$ cat src/hdl/pbrs_pkg.sv
// Constants and types of the buffered-register sync block.
// Assumes a single system clock and software-driven control ports.
//
// Functional notes
// With no counter clock selected, value writes take effect at once.
// Legacy output compare loads a written channel value at next counter change.
// Legacy edge-aligned loads channel value at counter wrap to start value.
// Legacy center-aligned loads channel value when counter turns down from limit.
// Enhanced output compare loads at next change, or by pair sync if enabled.
// Enhanced other modes with pair sync update channel values only by sync.
// Sync transfers buffered values and can force counter to start value.
// Software uses sync only in combine mode and prefers enhanced scheme.
// Three enabled hardware triggers start sync on a detected rising edge.
// Clear mode 0 clears an enable on write 0 or own event; write wins.
// Clear mode 1 clears an enable only on write 0; enhanced scheme only; code applies mode 1 in either scheme.
// Writing 1 requests software sync; clears on write 0 or completion.
// A new request at completion starts another sync; bit stays 1.
// Legacy request clears at loading point, or at event when restart set; code clears at event only with select 0.
// Enhanced request clears at loading point, or at event with counter reset.
// Boundary is wrap in up counting, each reversal in up-down counting.
// Boundaries load only where min or max loading-point bits select them.
// Period limit sync works only while enhanced features are enabled.
// Legacy select 0, restart 0: period loads at loading point after trigger.
// Legacy select 0, restart 1: period loads on the trigger event itself.
// Legacy select 1: period loads at loading point after software trigger.
// Start value sync needs enhanced features, enhanced scheme and its enable.
// Enhanced sync loads at loading point with buffer bit, at once with reset.
// Hardware triggers pass a two-flop synchroniser and edge detector.
package pbrs_pkg;
    localparam int PBRS_W = 16;
    localparam int PBRS_NCH = 2;
    localparam int PBRS_NTRIG = 3;
    localparam int PBRS_VAL_RST = 0;
    localparam logic [1:0] PBRS_CLK_NONE = 2'h0;
    localparam logic PBRS_SCHEME_LEGACY = 1'h0;
    localparam logic PBRS_CLEAR_ON_EVENT = 1'h0;
    typedef enum logic [1:0] {
        PBRS_OC,
        PBRS_EDGE_ALIGNED_PWM,
        PBRS_CENTER_ALIGNED_PWM
    } pbrs_mode_t;
endpackage

$ cat src/hdl/pbrs_trig_if.sv
// Trigger pulses from the synchroniser to the sync logic.
// Assumes both ends run on the system clock.
`timescale 1ns/10ps
interface pbrs_trig_if #(parameter int N = 3);
    logic [N-1:0] rise;
    modport src (output rise);
    modport snk (input rise);
endinterface

$ cat src/hdl/pbrs_trig_sync.sv
// Hardware trigger synchroniser and rising edge detector.
// Assumes trigger inputs may be asynchronous to the system clock.
`timescale 1ns/10ps
module pbrs_trig_sync #(
    parameter int N = pbrs_pkg::PBRS_NTRIG
) (
    // Clock and reset
    input wire logic i_clk,
    input wire logic i_rstn,
    // Raw triggers
    input wire logic [N-1:0] i_hw_trigger,
    // Edge pulses
    pbrs_trig_if.src trig
);
    import pbrs_pkg::*;

    logic [N-1:0] meta_ff, sync_ff, prev_ff;
    logic [N-1:0] nxt_meta, nxt_sync, nxt_prev;

    always_comb begin
        nxt_meta = i_hw_trigger;
        nxt_sync = meta_ff;
        nxt_prev = sync_ff;
    end

    // Two-flop synchroniser, then edge history
    always_ff @(posedge i_clk or negedge i_rstn) begin
        if (!i_rstn) begin
            meta_ff <= '0;
            sync_ff <= '0;
            prev_ff <= '0;
        end else begin
            meta_ff <= nxt_meta;
            sync_ff <= nxt_sync;
            prev_ff <= nxt_prev;
        end
    end

    // One-cycle pulse per rising edge
    assign trig.rise = sync_ff & ~prev_ff;

    property p_rise_single;
        @(posedge i_clk) disable iff (!i_rstn)
        trig.rise[0] |=> !trig.rise[0];
    endproperty
    a_rise_single: assert property (p_rise_single)
        else $error("trigger pulse longer than one cycle");
endmodule

$ cat src/hdl/pbrs_sync.sv
// Buffered-register update and PWM synchronisation of a timer channel pair.
// Assumes the counter block reports tick, wrap and reversal events.
`timescale 1ns/10ps
module pbrs_sync #(
    parameter int W = pbrs_pkg::PBRS_W,
    parameter int NCH = pbrs_pkg::PBRS_NCH
) (
    // Clock and reset
    input wire logic i_clk,
    input wire logic i_rstn,
    // Configuration
    input wire logic [1:0] i_clock_source_select,
    input wire logic i_enhanced_features_enable,
    input wire logic i_sync_scheme_select,
    input wire logic i_hw_trigger_clear_mode,
    input wire logic i_legacy_trigger_select,
    input wire logic i_counter_restart_on_sync,
    input wire logic i_sw_counter_reset_sync,
    input wire logic i_hw_counter_reset_sync,
    input wire logic i_sw_buffer_load,
    input wire logic i_hw_buffer_load,
    input wire logic i_pair_buffer_sync_enable,
    input wire logic i_min_loading_point,
    input wire logic i_max_loading_point,
    input wire logic i_start_value_sync_enable,
    input wire pbrs_pkg::pbrs_mode_t i_pwm_mode,
    // Counter events
    input wire logic i_cnt_tick,
    input wire logic i_cnt_up_down,
    input wire logic i_cnt_wrap,
    input wire logic i_cnt_top_turn,
    input wire logic i_cnt_bottom_turn,
    // Hardware triggers
    input wire logic [pbrs_pkg::PBRS_NTRIG-1:0] i_hw_trigger,
    // Software writes
    input wire logic i_trig_en_wr,
    input wire logic [pbrs_pkg::PBRS_NTRIG-1:0] i_trig_en_wdata,
    input wire logic i_sw_sync_wr,
    input wire logic i_sw_sync_wdata,
    input wire logic i_period_wr,
    input wire logic [W-1:0] i_period_wdata,
    input wire logic i_start_wr,
    input wire logic [W-1:0] i_start_wdata,
    input wire logic [NCH-1:0] i_chan_wr,
    input wire logic [W-1:0] i_chan_wdata,
    // Active values
    output logic [W-1:0] o_period_limit_value,
    output logic [W-1:0] o_counter_start_value,
    output logic [NCH-1:0][W-1:0] o_channel_compare_value,
    // Status
    output logic [pbrs_pkg::PBRS_NTRIG-1:0] o_hw_trigger_enable,
    output logic o_software_sync_request,
    // Strobes
    output logic o_loading_point,
    output logic o_sync_load,
    output logic o_counter_counter_restart_on_sync
);
    import pbrs_pkg::*;

    localparam int NT = PBRS_NTRIG;

    // Mode-dependent legacy update point
    function automatic logic legacy_point(input pbrs_mode_t m,
                                          input logic for_chan,
                                          input logic tick,
                                          input logic wrap,
                                          input logic top);
        logic r;
        case (m)
            PBRS_CENTER_ALIGNED_PWM: r = top;
            PBRS_EDGE_ALIGNED_PWM: r = wrap;
            PBRS_OC: r = for_chan ? tick : wrap;
            default: r = 1'b0;
        endcase
        return r;
    endfunction

    pbrs_trig_if #(.N(NT)) trig ();

    pbrs_trig_sync #(.N(NT)) u_trig (
        .i_clk(i_clk),
        .i_rstn(i_rstn),
        .i_hw_trigger(i_hw_trigger),
        .trig(trig)
    );

    logic clk_on, leg, enh, lp, sw_ev, sw_imm, sw_lp_load;
    logic hw_imm, hw_arm, hw_any, sw_done, sync_now, sync_lp, hw_pend_ff;
    logic sync_load, counter_restart_on_sync, start_sync_ok, chan_sync_ok, chan_pt;
    logic [NT-1:0] trig_en_eff, hw_ev;

    always_comb begin
        clk_on = i_clock_source_select != PBRS_CLK_NONE;
        leg = i_sync_scheme_select == PBRS_SCHEME_LEGACY;
        enh = i_enhanced_features_enable;
        // Boundary cycles filtered by loading-point select
        if (i_cnt_up_down) begin
            lp = (i_max_loading_point & i_cnt_top_turn) |
                 (i_min_loading_point & i_cnt_bottom_turn);
        end else begin
            lp = (i_min_loading_point | i_max_loading_point) & i_cnt_wrap;
        end
        // A setting write enables the trigger in the same cycle
        trig_en_eff = o_hw_trigger_enable |
                      ({NT{i_trig_en_wr}} & i_trig_en_wdata);
        hw_ev = trig.rise & trig_en_eff;
        hw_any = |hw_ev;
        sw_ev = i_sw_sync_wr & i_sw_sync_wdata;
        // Immediate or deferred handling per scheme
        if (leg) begin
            sw_imm = !i_legacy_trigger_select & i_counter_restart_on_sync;
            hw_imm = sw_imm;
            hw_arm = !i_legacy_trigger_select & !i_counter_restart_on_sync;
            sw_lp_load = 1'b1;
        end else begin
            sw_imm = i_sw_counter_reset_sync;
            hw_imm = i_hw_counter_reset_sync;
            hw_arm = i_hw_buffer_load & !i_hw_counter_reset_sync;
            sw_lp_load = i_sw_buffer_load;
        end
        sw_done = lp & o_software_sync_request;
        // Load at once on event, or at the next loading point

        sync_now = (sw_ev & sw_imm) | (hw_any & hw_imm);
        sync_lp = (sw_done & sw_lp_load) | (lp & hw_pend_ff);
        sync_load = clk_on & (sync_now | sync_lp);
        // Counter restart, including hardware-only legacy select 1
        counter_restart_on_sync = (sw_ev & sw_imm) |
                 (hw_any & (hw_imm | (leg & i_legacy_trigger_select &
                                     i_counter_restart_on_sync)));
        start_sync_ok = enh & !leg & i_start_value_sync_enable;
        chan_sync_ok = enh & i_pair_buffer_sync_enable;
        chan_pt = enh ? i_cnt_tick :
            legacy_point(i_pwm_mode, 1'b1, i_cnt_tick, i_cnt_wrap,
                         i_cnt_top_turn);
    end

    assign o_loading_point = lp;
    assign o_sync_load = sync_load;
    assign o_counter_counter_restart_on_sync = clk_on & counter_restart_on_sync;

    // Trigger enables, software request, pending hardware sync
    logic [NT-1:0] nxt_trig_en;
    logic nxt_software_sync_request, nxt_hw_pend;

    always_comb begin
        nxt_trig_en = o_hw_trigger_enable;
        for (int n = 0; n < NT; n++) begin
            if (i_trig_en_wr) begin
                nxt_trig_en[n] = i_trig_en_wdata[n];
            end else if (i_hw_trigger_clear_mode == PBRS_CLEAR_ON_EVENT &&
                         hw_ev[n]) begin
                nxt_trig_en[n] = 1'b0;
            end
        end
        nxt_software_sync_request = o_software_sync_request;
        if (sw_done) begin
            nxt_software_sync_request = 1'b0;
        end
        // New request beats completion; immediate modes clear on event
        if (i_sw_sync_wr) begin
            nxt_software_sync_request = i_sw_sync_wdata & !sw_imm;
        end
        nxt_hw_pend = hw_pend_ff;
        if (lp) begin
            nxt_hw_pend = 1'b0;
        end
        if (hw_any & hw_arm) begin
            nxt_hw_pend = 1'b1;
        end
    end

    always_ff @(posedge i_clk or negedge i_rstn) begin
        if (!i_rstn) begin
            o_hw_trigger_enable <= '0;
            o_software_sync_request <= 1'b0;
            hw_pend_ff <= 1'b0;
        end else begin
            o_hw_trigger_enable <= nxt_trig_en;
            o_software_sync_request <= nxt_software_sync_request;
            hw_pend_ff <= nxt_hw_pend;
        end
    end

    // Buffers and active values
    logic [W-1:0] period_buf_ff, start_buf_ff;
    logic [W-1:0] nxt_period_buf, nxt_start_buf, nxt_period, nxt_start;
    logic [NCH-1:0][W-1:0] chan_buf_ff, nxt_chan_buf, nxt_chan;
    logic period_dirty_ff, start_dirty_ff, nxt_period_dirty;
    logic nxt_start_dirty;
    logic [NCH-1:0] chan_dirty_ff, nxt_chan_dirty;

    always_comb begin
        nxt_period = o_period_limit_value;
        nxt_period_buf = period_buf_ff;
        nxt_period_dirty = period_dirty_ff;
        if (!clk_on) begin
            nxt_period_dirty = 1'b0;
            if (i_period_wr) begin
                nxt_period = i_period_wdata;
            end
        end else if (!enh) begin
            if (period_dirty_ff &&
                legacy_point(i_pwm_mode, 1'b0, i_cnt_tick, i_cnt_wrap,
                             i_cnt_top_turn)) begin
                nxt_period = period_buf_ff;
                nxt_period_dirty = 1'b0;
            end
        end else if (sync_load) begin
            nxt_period = period_buf_ff;
            nxt_period_dirty = 1'b0;
        end
        if (i_period_wr) begin
            nxt_period_buf = i_period_wdata;
            nxt_period_dirty = clk_on;
        end

        nxt_start = o_counter_start_value;
        nxt_start_buf = start_buf_ff;
        nxt_start_dirty = start_dirty_ff;
        if (!clk_on) begin
            nxt_start_dirty = 1'b0;
            if (i_start_wr) begin
                nxt_start = i_start_wdata;
            end
        end else if (!enh || !i_start_value_sync_enable) begin
            if (start_dirty_ff) begin
                nxt_start = start_buf_ff;
                nxt_start_dirty = 1'b0;
            end
        end else if (start_sync_ok && sync_load) begin
            nxt_start = start_buf_ff;
            nxt_start_dirty = 1'b0;
        end
        if (i_start_wr) begin
            nxt_start_buf = i_start_wdata;
            nxt_start_dirty = clk_on;
        end

        nxt_chan = o_channel_compare_value;
        nxt_chan_buf = chan_buf_ff;
        nxt_chan_dirty = chan_dirty_ff;
        for (int c = 0; c < NCH; c++) begin
            if (!clk_on) begin
                nxt_chan_dirty[c] = 1'b0;
                if (i_chan_wr[c]) begin
                    nxt_chan[c] = i_chan_wdata;
                end
            end else if (chan_sync_ok) begin
                if (sync_load) begin
                    nxt_chan[c] = chan_buf_ff[c];
                    nxt_chan_dirty[c] = 1'b0;
                end
            end else if (chan_dirty_ff[c] && chan_pt) begin
                nxt_chan[c] = chan_buf_ff[c];
                nxt_chan_dirty[c] = 1'b0;
            end
            if (i_chan_wr[c]) begin
                nxt_chan_buf[c] = i_chan_wdata;
                nxt_chan_dirty[c] = clk_on;
            end
        end
    end

    always_ff @(posedge i_clk or negedge i_rstn) begin
        if (!i_rstn) begin
            o_period_limit_value <= W'(PBRS_VAL_RST);
            o_counter_start_value <= W'(PBRS_VAL_RST);
            o_channel_compare_value <= '0;
            period_buf_ff <= W'(PBRS_VAL_RST);
            start_buf_ff <= W'(PBRS_VAL_RST);
            chan_buf_ff <= '0;
            period_dirty_ff <= 1'b0;
            start_dirty_ff <= 1'b0;
            chan_dirty_ff <= '0;
        end else begin
            o_period_limit_value <= nxt_period;
            o_counter_start_value <= nxt_start;
            o_channel_compare_value <= nxt_chan;
            period_buf_ff <= nxt_period_buf;
            start_buf_ff <= nxt_start_buf;
            chan_buf_ff <= nxt_chan_buf;
            period_dirty_ff <= nxt_period_dirty;
            start_dirty_ff <= nxt_start_dirty;
            chan_dirty_ff <= nxt_chan_dirty;
        end
    end

    property p_clk_off_period;
        @(posedge i_clk) disable iff (!i_rstn)
        (!clk_on && i_period_wr) |=>
            o_period_limit_value == $past(i_period_wdata);
    endproperty
    a_clk_off_period: assert property (p_clk_off_period)
        else $error("period not written at once with clock off");

    property p_legacy_oc_chan;
        @(posedge i_clk) disable iff (!i_rstn)
        (clk_on && !enh && i_pwm_mode == PBRS_OC && i_cnt_tick &&
         chan_dirty_ff[1] && !i_chan_wr[1]) |=>
            o_channel_compare_value[1] == $past(chan_buf_ff[1]);
    endproperty
    a_legacy_oc_chan: assert property (p_legacy_oc_chan)
        else $error("channel value missed counter change");

    property p_pair_sync_hold;
        @(posedge i_clk) disable iff (!i_rstn)
        (clk_on && chan_sync_ok && !sync_load) |=>
            $stable(o_channel_compare_value);
    endproperty
    a_pair_sync_hold: assert property (p_pair_sync_hold)
        else $error("channel value changed outside pair sync");

    property p_trig_clear_event;
        @(posedge i_clk) disable iff (!i_rstn)
        (hw_ev[0] && !i_trig_en_wr &&
         i_hw_trigger_clear_mode == PBRS_CLEAR_ON_EVENT) |=>
            !o_hw_trigger_enable[0];
    endproperty
    a_trig_clear_event: assert property (p_trig_clear_event)
        else $error("trigger enable not cleared by its event");

    property p_trig_hold_mode1;
        @(posedge i_clk) disable iff (!i_rstn)
        (i_hw_trigger_clear_mode && !i_trig_en_wr &&
         o_hw_trigger_enable[0]) |=> o_hw_trigger_enable[0];
    endproperty
    a_trig_hold_mode1: assert property (p_trig_hold_mode1)
        else $error("trigger enable cleared without write in mode 1");

    property p_sw_retrigger;
        @(posedge i_clk) disable iff (!i_rstn)
        (sw_done && sw_ev && !sw_imm) |=> o_software_sync_request;
    endproperty
    a_sw_retrigger: assert property (p_sw_retrigger)
        else $error("request lost at completion");

    property p_enh_reset_now;
        @(posedge i_clk) disable iff (!i_rstn)
        (clk_on && !leg && i_sw_counter_reset_sync && sw_ev) |->
            o_counter_counter_restart_on_sync && o_sync_load ##1 !o_software_sync_request;
    endproperty
    a_enh_reset_now: assert property (p_enh_reset_now)
        else $error("counter reset sync not immediate");

    property p_no_lp_unselected;
        @(posedge i_clk) disable iff (!i_rstn)
        (!i_min_loading_point && !i_max_loading_point) |-> !o_loading_point;
    endproperty
    a_no_lp_unselected: assert property (p_no_lp_unselected)
        else $error("loading point without selection");

    property p_period_needs_enh;
        @(posedge i_clk) disable iff (!i_rstn)
        (clk_on && !enh && !period_dirty_ff) |=>
            $stable(o_period_limit_value);
    endproperty
    a_period_needs_enh: assert property (p_period_needs_enh)
        else $error("period loaded by sync without enhanced features");
endmodule

$ cat config.mk
export PLATFORM = sky130hd
export DESIGN_NAME = pbrs_sync
export DESIGN_NICKNAME = d
export VERILOG_FILES = /design/src/hdl/pbrs_pkg.sv /design/src/hdl/pbrs_trig_if.sv /design/src/hdl/pbrs_trig_sync.sv /design/src/hdl/pbrs_sync.sv
export SDC_FILE = /design/constraint.sdc
export NUM_CORES = 1
export LEC_CHECK = 0
export ABC_AREA = 1
export BUFFER_PORTS_ARGS = -buffer_cell sky130_fd_sc_hd__buf_2
export CORE_MARGIN = 2
export CORE_UTILIZATION = 54
export CTS_CLUSTER_SIZE = 30
export DETAILED_ROUTE_END_ITERATION = 12
export GPL_ROUTABILITY_DRIVEN = 0
export PLACE_DENSITY = 0.8
export SLEW_MARGIN = 20
export SYNTH_ARGS = -nofsm -noshare
export SYNTH_HDL_FRONTEND = slang
export SYNTH_SLANG_ARGS = --single-unit
$ cat constraint.sdc
create_clock -name i_clk -period 1.7 [get_ports i_clk]
set_input_delay 0.255 -clock i_clk [delete_from_list [all_inputs] [get_ports i_clk]]
set_output_delay 0.255 -clock i_clk [all_outputs]
set_load 0.005 [all_outputs]
==> results of run 1 <==
## state kept, by name (all words and copies together), names as in the netlist
name / cells
chan_dirty_ff: 2
u_trig.meta_ff: 3
start_dirty_ff: 1
o_period_limit_value: 16
o_hw_trigger_enable: 3
u_trig.prev_ff: 3
o_software_sync_request: 1
u_trig.nxt_prev: 3
o_channel_compare_value: 32
hw_pend_ff: 1
period_buf_ff: 16
chan_buf_ff: 32
period_dirty_ff: 1
start_buf_ff: 16
o_counter_start_value: 16
## cell usage after synthesis (all sizes together)
cell type  instances  share of area
a21oi              3         0.0023
a22oi              2         0.0038
buf               18          0.018
clkbuf            22          0.013
dfrtp            146           0.55
inv               91          0.052
nand2            298           0.18
nand3             56          0.043
nand4             19          0.020
nor2              15         0.0093
o21ai            139           0.11
o22ai              1        0.00095
o32ai              1         0.0013
## repair_timing
action / in CTS / in global routing
hold buffers: 4 / 0
hold endpoints to repair: 37 / 0
pin swaps: 5 / 4
gates resized for setup: 4 / 22
setup endpoints to repair: 3 / 63
buffers inserted: 3 / 4
## cell families after synthesis
logic type | synth area share
AO/OA/AOI/OAI | 0.114
buffers and inverters | 0.0823
flip-flops | 0.555
AND/OR/NAND/NOR | 0.249
## cell type report
cell class	instances	area, um2
fill	973	3620
clock buffer	21	470
clock inverter	10	109
inverter	91	342
tap	147	184
multi-input combinational	534	2480
sequential	146	3650
timing repair buffer	190	1110
## critical path, delay by kind of cell, from the launching register on
kind,cells,cell delay [ns]
and+or+nand+nor,6,0.49
buffers and inverters,3,0.21
DFF,1,0.35
## worst max path at each step
| stage | start | to | cells after the start |
|---|---|---|---|
| after floorplan | o_hw_trigger_enable[1] | o_period_limit_value[10] | 11 |
| after global placement | i_sync_scheme_select | o_counter_start_value[5] | 12 |
| after detailed placement | i_sync_scheme_select | o_period_limit_value[2] | 12 |
| after CTS | o_hw_trigger_enable[2] | o_sync_load | 9 |
| after global routing | u_trig.nxt_prev[0] | o_sync_load | 9 |
| final | u_trig.nxt_prev[0] | o_sync_load | 9 |
## layout by cell type, fill, tap and decap left out, types with 2 or more instances in the layout
master,count
dlygate4sd3_1,4
a22oi_2,2
bufinv_16,2
nand2_8,2
nand3_4,2
nand2_4,6
nand2_2,7
buf_4,27
buf_2,153
nand3_1,54
clkinv_2,5
clkbuf_16,17
clkbuf_8,3
nand4_1,18
o21ai_0,138
clkinvlp_4,2
inv_2,7
dfrtp_1,146
nor2_2,3
nor2_1,11
inv_1,84
buf_12,3
buf_6,2
a21oi_1,3
nand2_1,283
## metal layers
layer	part of all wire	global-route usage
met2	0.47	0.401
met4	0.017	0.0886
met5	0	0
met3	0.067	0.0614
met1	0.44	0.340
## report_power, final
part	leakage, nW	switching [mW]	internal [mW]	total, mW
registers	1.79	0.242	3.97	4.21
clock network	0.284	1.38	2.25	3.63
logic	2.44	1.02	0.721	1.74
## metrics by stage
step	power [mW]	area (um2)	setup slack, ns	util	hold WS [ns]
detailed placement	5.92	7570	0.0221	0.633	0.192
floorplan	5.11	6590	0.285	-	-0.0406
CTS	9.60	8230	-0.0679	0.688	0.0362
global placement	5.86	7570	0.0423	0.633	0.187
finish	9.59	8340	-0.00999	0.697	0.0536
global route	10.1	8340	-0.0982	0.697	0.0603
==> results by group, run 1 <==
Setup path
  • RR Startpoint: u_trig.nxt_prev[0]
  • R2R Path End: o_channel_compare_value[29]
  • FF-to-FF setup slack: 0.09 ns
  • Slowest cell on crit path: dfrtp_1
  • Worst Path Required: about 1.4 ns
  • Worst Path Max Fanout: 3
  • Top cell by count, worst path: nand2_4
  • Worst Setup End Kind: output pin
  • CP arrival: about 1.5 ns
  • Worst reg2reg path depth: 10
  • CP startpoint kind: flop
  • Critical path's largest stage delay: 0.35 ns
  • CP Cell Sequence: inv_1 -> nor2_2 -> nand2_2 -> nand3_4 -> nand2_4 -> nand2_4 -> nand2_4 -> inv_2 -> buf_6
  • CP Class: reg -> out

Drt
  • 1st-iter DRT viols: between 300 and 400
  • Antenna violation net count after detailed routing: 0
  • DRT Pass-1 Iters: 5
  • WL final: about 16000 um
  • Wire per inst: 13.7 um
  • DRC Markers: 0
  • Vias: 5909
  • Vias per cell: 5.19

Logic synthesis
  • Sequential area share after synthesis: 0.555
  • Syn. warnings: 0
  • Avg Cell Area, Syn: around 8.1 um2
  • Unique masters post-synth: 22
  • Post-Synthesis Cells: roughly 810
  • Number of synthesized register bits: 146
  • Post-Syn Nets: around 900
  • Mapped cell area: ~0.0066 mm2

Power and ir drop
  • Pwr dens: approximately 1100 mW/mm2
  • Lkg Pwr: approximately 4.5 nW
  • Worst VDD drop: between 800 and 900 uV

Clock tree
  • Clk slew on worst S/H paths: 0.06 ns
  • Clk Latency, worst-skew pair: between 0.4 and 0.5 ns
  • CTS root buf: clkbuf_16
  • CTS max path bufs: 2
  • Htree depth: 4
  • CTS tree: built
  • TritonCTS Buffers: 17
  • Clk sinks: 146

Placed design
  • Number of port buffers: ~160
  • Dpl cells: roughly 1.1k
  • DPL Wire Length: about 10000 um

Floorplanning
  • Initial core utilization: 0.551
  • FP Rows: 40
  • Io pins: 156
  • Die W: approximately 110 um
  • Die area: about 0.013 mm2
  • Height of the die: approximately 110 um
  • Core Box Area: roughly 0.012 mm2

GRT
  • Vias in the first global route: approximately 5.5k
  • GR Overflow Total: 0
  • Largest net degree at the start of global routing: approximately 60
  • First-pass GRT wire length: approximately 26000 um
  • GRT Total Usage: 0.252
  • Initial antenna violation count: 1

Worst hold path
  • Hold path cells: 3
  • HP Class: in -> reg
  • Hold_sp: i_start_wdata[3]
  • Hold Path End: start_buf_ff[3]

Cells and area
  • Post-route non-filler standard cell count: between 1k and 1.5k
  • Post-layout nets: roughly 1.1k
  • Syn-to-layout area delta: 26.7%
  • Antenna cells: 0
  • Share of layout cells above drive strength 1: 0.250

Flow run
  • Max Cap Viol: 0

Timing
  • Max-slew violations: 0
  • Fin crit period: approximately 1.7 ns
  • Hold Fails Final Rpt: 0
  • RSZ-0062 raised after global routing: yes
  • Maximum clock rate: 585 MHz
  • Worst Setup Slack, final: -0.00999 ns
  • Skew final: approximately 0.0094 ns
  • Worst-Margin Slew: 0.414 ns
  • Final Setup Violations: 1
  • Tcrit/Tclk final: 1.01
  • Relative slew margins: 0.724
  • Setup TNS: -0.00999 ns

Run status
  • Status: finished, violations left
  • Violated checks: negative setup slack
Power figures use the tool's default switching activity.
==> inputs of run 2 (changes only) <==
CELL_PAD_IN_SITES_DETAIL_PLACEMENT = 0   (was default)
CELL_PAD_IN_SITES_GLOBAL_PLACEMENT = 1   (was default)
CORE_UTILIZATION = 39   (was 54)
PLACE_DENSITY = 0.79   (was 0.8)
==> results by group, run 2 (synthesis results as in run 1) <==
Run status
  • Status: finished, violations left
  • Violated checks: negative setup slack

Setup path
  • Critical path's largest stage delay: approximately 0.38 ns
  • CP Cell Sequence: inv_2 -> nand2_2 -> nand2_2 -> nand3_4 -> nand2_4 -> nand2_2 -> nand2_2 -> inv_1 -> buf_2
  • Crit-path leading delay family: simple AND/OR/NAND/NOR gates
  • Worst Setup End Kind: output pin
  • Worst Path Required: about 1.4 ns
  • CP startpoint kind: flop
  • CP arrival: 1.46 ns
  • Slowest cell on crit path: dfrtp_1
  • CP Class: reg -> out
  • RR Startpoint: o_hw_trigger_enable[1]
  • Worst Path Max Fanout: 3
  • WP depth: 9
  • Top cell by count, worst path: nand2_2
  • Worst path bufs/invs: 3
  • FF-to-FF setup slack: ~0.14 ns
  • Worst reg2reg path depth: 10
  • R2R Path End: o_channel_compare_value[27]

Flow run
  • Max Cap Viol: 0

Drt
  • Wire per inst: 13.1 um
  • WL final: approximately 16000 um
  • DRT Pass-1 Iters: 4
  • Antenna violation net count after detailed routing: 0
  • DRC Markers: 0
  • Vias: around 5.6k
  • 1st-iter DRT viols: around 270
  • Vias per cell: 4.59

Timing
  • Setup TNS: -0.0117 ns
  • Fin crit period: 1.71 ns
  • Skew final: ~0.0084 ns
  • RSZ-0062 raised after global routing: yes
  • Relative slew margins: 0.720
  • Max-slew violations: 0
  • Final Setup Violations: 1
  • Worst-Margin Slew: 0.420 ns
  • Hold Fails Final Rpt: 0
  • Tcrit/Tclk final: 1.01
  • Worst Setup Slack, final: -0.0117 ns
  • Maximum clock rate: approximately 600 MHz

Placed design
  • DPL Wire Length: approximately 11000 um
  • Number of port buffers: about 160
  • Dpl cells: ~1.2k
  • Dpl cell area: approximately 0.0077 mm2

Cells and area
  • Syn-to-layout area delta: 28.2%
  • FILL cells: ~1.7k
  • Most common cell after layout, fill and taps aside: nand2_1
  • Antenna cells: 0
  • Post-route non-filler standard cell count: ~1.2k
  • Commonest cells after routing, fill and taps aside: nand2_1, buf_2, dfrtp_1
  • Post-layout nets: between 1k and 1.5k
  • Regs by FF count: chan_buf_ff (32), o_channel_compare_value (32)
  • Cell area after layout: roughly 0.0084 mm2
  • Share of layout cells above drive strength 1: 0.248

Clock tree
  • CTS tree: built
  • TritonCTS Buffers: 17
  • Clk Latency, worst-skew pair: 0.41 ns
  • CTS root buf: clkbuf_16
  • CTS max path bufs: 2
  • Clk slew on worst S/H paths: about 0.06 ns
  • Clk sinks: 146
  • Htree depth: 4

Power and ir drop
  • Pwr dens: about 1200 mW/mm2
  • Lkg Pwr: ~4.5 nW
  • Worst VDD drop: 667 uV

GRT
  • Global-route track usage on met2: 0.295
  • Met3 usage: 0.0344
  • GRT Total Usage: 0.186
  • Initial antenna violation count: 1
  • GR Overflow Total: 0
  • Vias in the first global route: 5435
  • Global routing's busiest layer: met2
  • Met1 Resource Use GR: 0.255
  • Largest net degree at the start of global routing: between 40 and 50
  • First-pass GRT wire length: approximately 27000 um

Floorplanning
  • Initial core utilization: 0.399
  • Core Box Area: 0.0165 mm2
  • Die area: 0.0179 mm2
  • Height of the die: 134 um
  • Io pins: ~160
  • Die W: between 100 and 150 um
  • FP Rows: 47

Worst hold path
  • Hold Path End: period_buf_ff[9]
  • HP Class: in -> reg
  • Hold_sp: i_period_wdata[9]
  • Hold path cells: 3
[run 2: how the worst max path moves through the flow]
stage,from,endpoint,slack (ns)
after floorplan,o_hw_trigger_enable[1],o_period_limit_value[10],0.28
after global placement,i_clock_source_select[1],o_counter_start_value[1],-0.15
after detailed placement,i_clock_source_select[1],o_counter_start_value[6],-0.20
after CTS,o_hw_trigger_enable[0],o_sync_load,-0.06
after global routing,o_hw_trigger_enable[1],o_sync_load,-0.1
final,o_hw_trigger_enable[1],o_sync_load,-0.01
[run 2: final cells by class]
| class | count | area, um2 | share of cell area |
|---|---|---|---|
| clock buffer | 19 | 453 | 0.0537 |
| clock inverter | 13 | 159 | 0.0188 |
| inverter | 91 | 342 | 0.0405 |
| multi-input combinational | 534 | 2450 | 0.290 |
| sequential | 146 | 3650 | 0.433 |
| tap | 220 | 275 | 0.0326 |
| timing repair buffer | 190 | 1110 | 0.131 |
[run 2: per-layer routing]
metal	vias up	part of all wire
met3	21	0.042
met2	120	0.46
met4	2	0.016
met5	-	0.00082
met1	2501	0.48
li1	2919	-
[run 2: stage by stage]
stage / hold slack, ns / utilization / total power [mW] / setup slack, ns
global placement: 0.198 / 0.464 / 5.92 / -0.147
finish: 0.0593 / 0.511 / 9.75 / -0.0117
global route: 0.0448 / 0.511 / 10.3 / -0.0978
CTS: 0.0414 / 0.505 / 9.85 / -0.0603
detailed placement: 0.202 / 0.464 / 5.96 / -0.203
floorplan: -0.0406 / - / 5.11 / 0.285
[run 2: tightest hold or removal path: stages]
cell and delay, ns:
buf_2 0.09, nand2_1 0.04, o21ai_0 0.06
[run 2: power by group]
group	switching, mW	internal (mW)
Sequential	0.236	3.97
Combinational	0.997	0.725
Clock	1.44	2.38
[run 2: timing repair]
action / CTS / global route
setup endpoints to repair: 4 / 45
pin swaps: 5 / 9
hold buffers: 4 / 0
endpoints found under the hold margin: 38 / 0
cloned: 0 / 0
resized for setup: 3 / 13
buffers inserted: 2 / 5
==> inputs of run 3 (changes only) <==
CORE_UTILIZATION = 35   (was 39)
PLACE_DENSITY = 0.75   (was 0.79)
clock period = 1.4 ns   (was 1.7 ns; I/O delays follow)
==> results by group, run 3 (synthesis results as in run 1) <==
Clock tree
  • TritonCTS Buffers: 17
  • Clk sinks: 146
  • CTS tree: built
  • Clk Latency, worst-skew pair: ~0.42 ns
  • CTS max path bufs: 2
  • CTS root buf: clkbuf_16
  • Clk slew on worst S/H paths: about 0.060 ns
  • Htree depth: 4

Setup path
  • CP startpoint kind: flop
  • Critical path's largest stage delay: between 0.3 and 0.4 ns
  • WP depth: 9
  • RR Startpoint: u_trig.prev_ff[0]
  • Crit-path leading delay family: simple AND/OR/NAND/NOR gates
  • FF-to-FF setup slack: -0.25 ns
  • R2R Path End: o_counter_start_value[7]
  • Worst path bufs/invs: 3
  • CP Class: reg -> out
  • Worst Path Required: 1.19 ns
  • Worst Path Max Fanout: 2
  • CP arrival: 1.53 ns
  • Worst Setup End Kind: output pin
  • CP Cell Sequence: nor2_2 -> nand2_2 -> nand3_4 -> nand2_4 -> nand2_4 -> nand2_4 -> buf_6 -> inv_2 -> buf_6
  • Worst reg2reg path depth: 13
  • Top cell by count, worst path: nand2_4
  • Slowest cell on crit path: dfrtp_1

Timing
  • Hold Fails Final Rpt: 0
  • Worst-Margin Slew: between 0.6 and 0.7 ns
  • Maximum clock rate: 576 MHz
  • Tcrit/Tclk final: 1.24
  • Relative slew margins: 0.558
  • Worst Setup Slack, final: -0.336 ns
  • Fin crit period: about 1.7 ns
  • Skew final: roughly 0.0075 ns
  • RSZ-0062 raised after global routing: yes
  • Max-slew violations: 0
  • Final Setup Violations: a little under 70

Floorplanning
  • Height of the die: around 140 um
  • Die area: about 0.020 mm2
  • FP Rows: 50
  • Io pins: around 160
  • Core Box Area: around 0.019 mm2
  • Die W: about 140 um
  • Initial core utilization: 0.354

Cells and area
  • Most common cell after layout, fill and taps aside: nand2_1
  • Post-route non-filler standard cell count: approximately 1.3k
  • Post-layout nets: 1100
  • Syn-to-layout area delta: 40.1%
  • Commonest cells after routing, fill and taps aside: nand2_1, buf_2, dfrtp_1
  • Regs by FF count: chan_buf_ff (32), o_channel_compare_value (32)
  • FILL cells: roughly 1.8k
  • Share of layout cells above drive strength 1: 0.318
  • Final core utilization: 0.496

Drt
  • DRC Markers: 0
  • Vias: 5833
  • Wire per inst: roughly 14 um
  • DRT Pass-1 Iters: 5
  • 1st-iter DRT viols: around 280
  • Vias per cell: roughly 4.6
  • Antenna violation net count after detailed routing: 0
  • WL final: 17200 um

Run status
  • Violated checks: negative setup slack
  • Status: finished, violations left

GRT
  • Largest net degree at the start of global routing: 49
  • First-pass GRT wire length: 28400 um
  • GRT Total Usage: 0.180
  • Vias in the first global route: between 5k and 6k
  • Initial antenna violation count: 1
  • GR Overflow Total: 0

Placed design
  • Dpl cells: around 1.2k
  • DPL Wire Length: ~12000 um
  • Number of port buffers: around 160

Power and ir drop
  • Lkg Pwr: 4.83 nW
  • Worst VDD drop: a little over 800 uV
  • Pwr dens: roughly 1400 mW/mm2

Worst hold path
  • Hold_sp: i_start_wdata[1]
  • Hold path cells: 3
  • Hold Path End: start_buf_ff[1]
  • HP Class: in -> reg

Flow run
  • Max Cap Viol: 0
[run 3: where the power goes]
part	switching, mW	total, mW	internal (mW)
registers	0.312	5.13	4.82
logic	1.38	2.55	1.17
clock network	1.72	5.03	3.30
total	3.42	12.7	9.29
[run 3: what timing repair did]
item                                   in CTS  in global routing
resized for setup                          73                 26
cloned                                      5                  0
pin swaps                                  16                 11
endpoints found under the hold margin     125                  0
hold buffers                                8                  0
setup endpoints to repair                  67                 70
buffers inserted                           13                  5
[run 3: worst reg2reg max path, delay by kind of cell (launching register included)]
kind	cells	cell delay [ns]
buffers and inverters	3	0.34
AND/OR/NAND/NOR	10	0.83
flip-flops	1	0.38
[run 3: routing by layer]
layer	vias to the layer above	track usage	routed length, um
li1	2998	-	-
met1	2683	0.242	7950
met2	138	0.293	8310
met3	14	0.0367	756
met4	0	0.0584	197
met5	-	0	0
[run 3: worst max path at each step]
stage | startpoint | end | slack, ns
floorplan | o_hw_trigger_enable[1] | o_counter_start_value[10] | -0.01
global placement | u_trig.prev_ff[2] | o_counter_start_value[14] | -0.17
detailed placement | i_trig_en_wr | o_counter_start_value[7] | -0.19
CTS | o_hw_trigger_enable[0] | o_sync_load | -0.37
global route | u_trig.nxt_prev[0] | o_sync_load | -0.42
finish | u_trig.prev_ff[0] | o_sync_load | -0.34
[run 3: stage by stage]
stage               total power [mW]  setup slack [ns]  area [um2]  hold WS [ns]  TNS [ns]
finish                          12.7            -0.336        9230        0.0157    -13.72
global route                    13.4            -0.417        9230       0.00488    -21.04
CTS                             12.8            -0.373        9120       0.00118    -18.60
detailed placement              7.37            -0.194        7930         0.117     -9.99
global placement                7.33            -0.168        7930         0.118     -9.11
floorplan                       6.21           -0.0123        6590       -0.0856    -0.110
[run 3: layout make-up]
cell class | instances | area (um2) | share of cell area
repair buffers | 223 | 1560 | 0.169
clock inverters | 8 | 175 | 0.0190
flip-flops and latches | 146 | 3650 | 0.396
multi-input cells | 536 | 2720 | 0.295
inverters | 91 | 342 | 0.0370
clock buffers | 23 | 478 | 0.0518
well taps | 234 | 293 | 0.0317
diodes | 1 | 2.50 | 0.000271
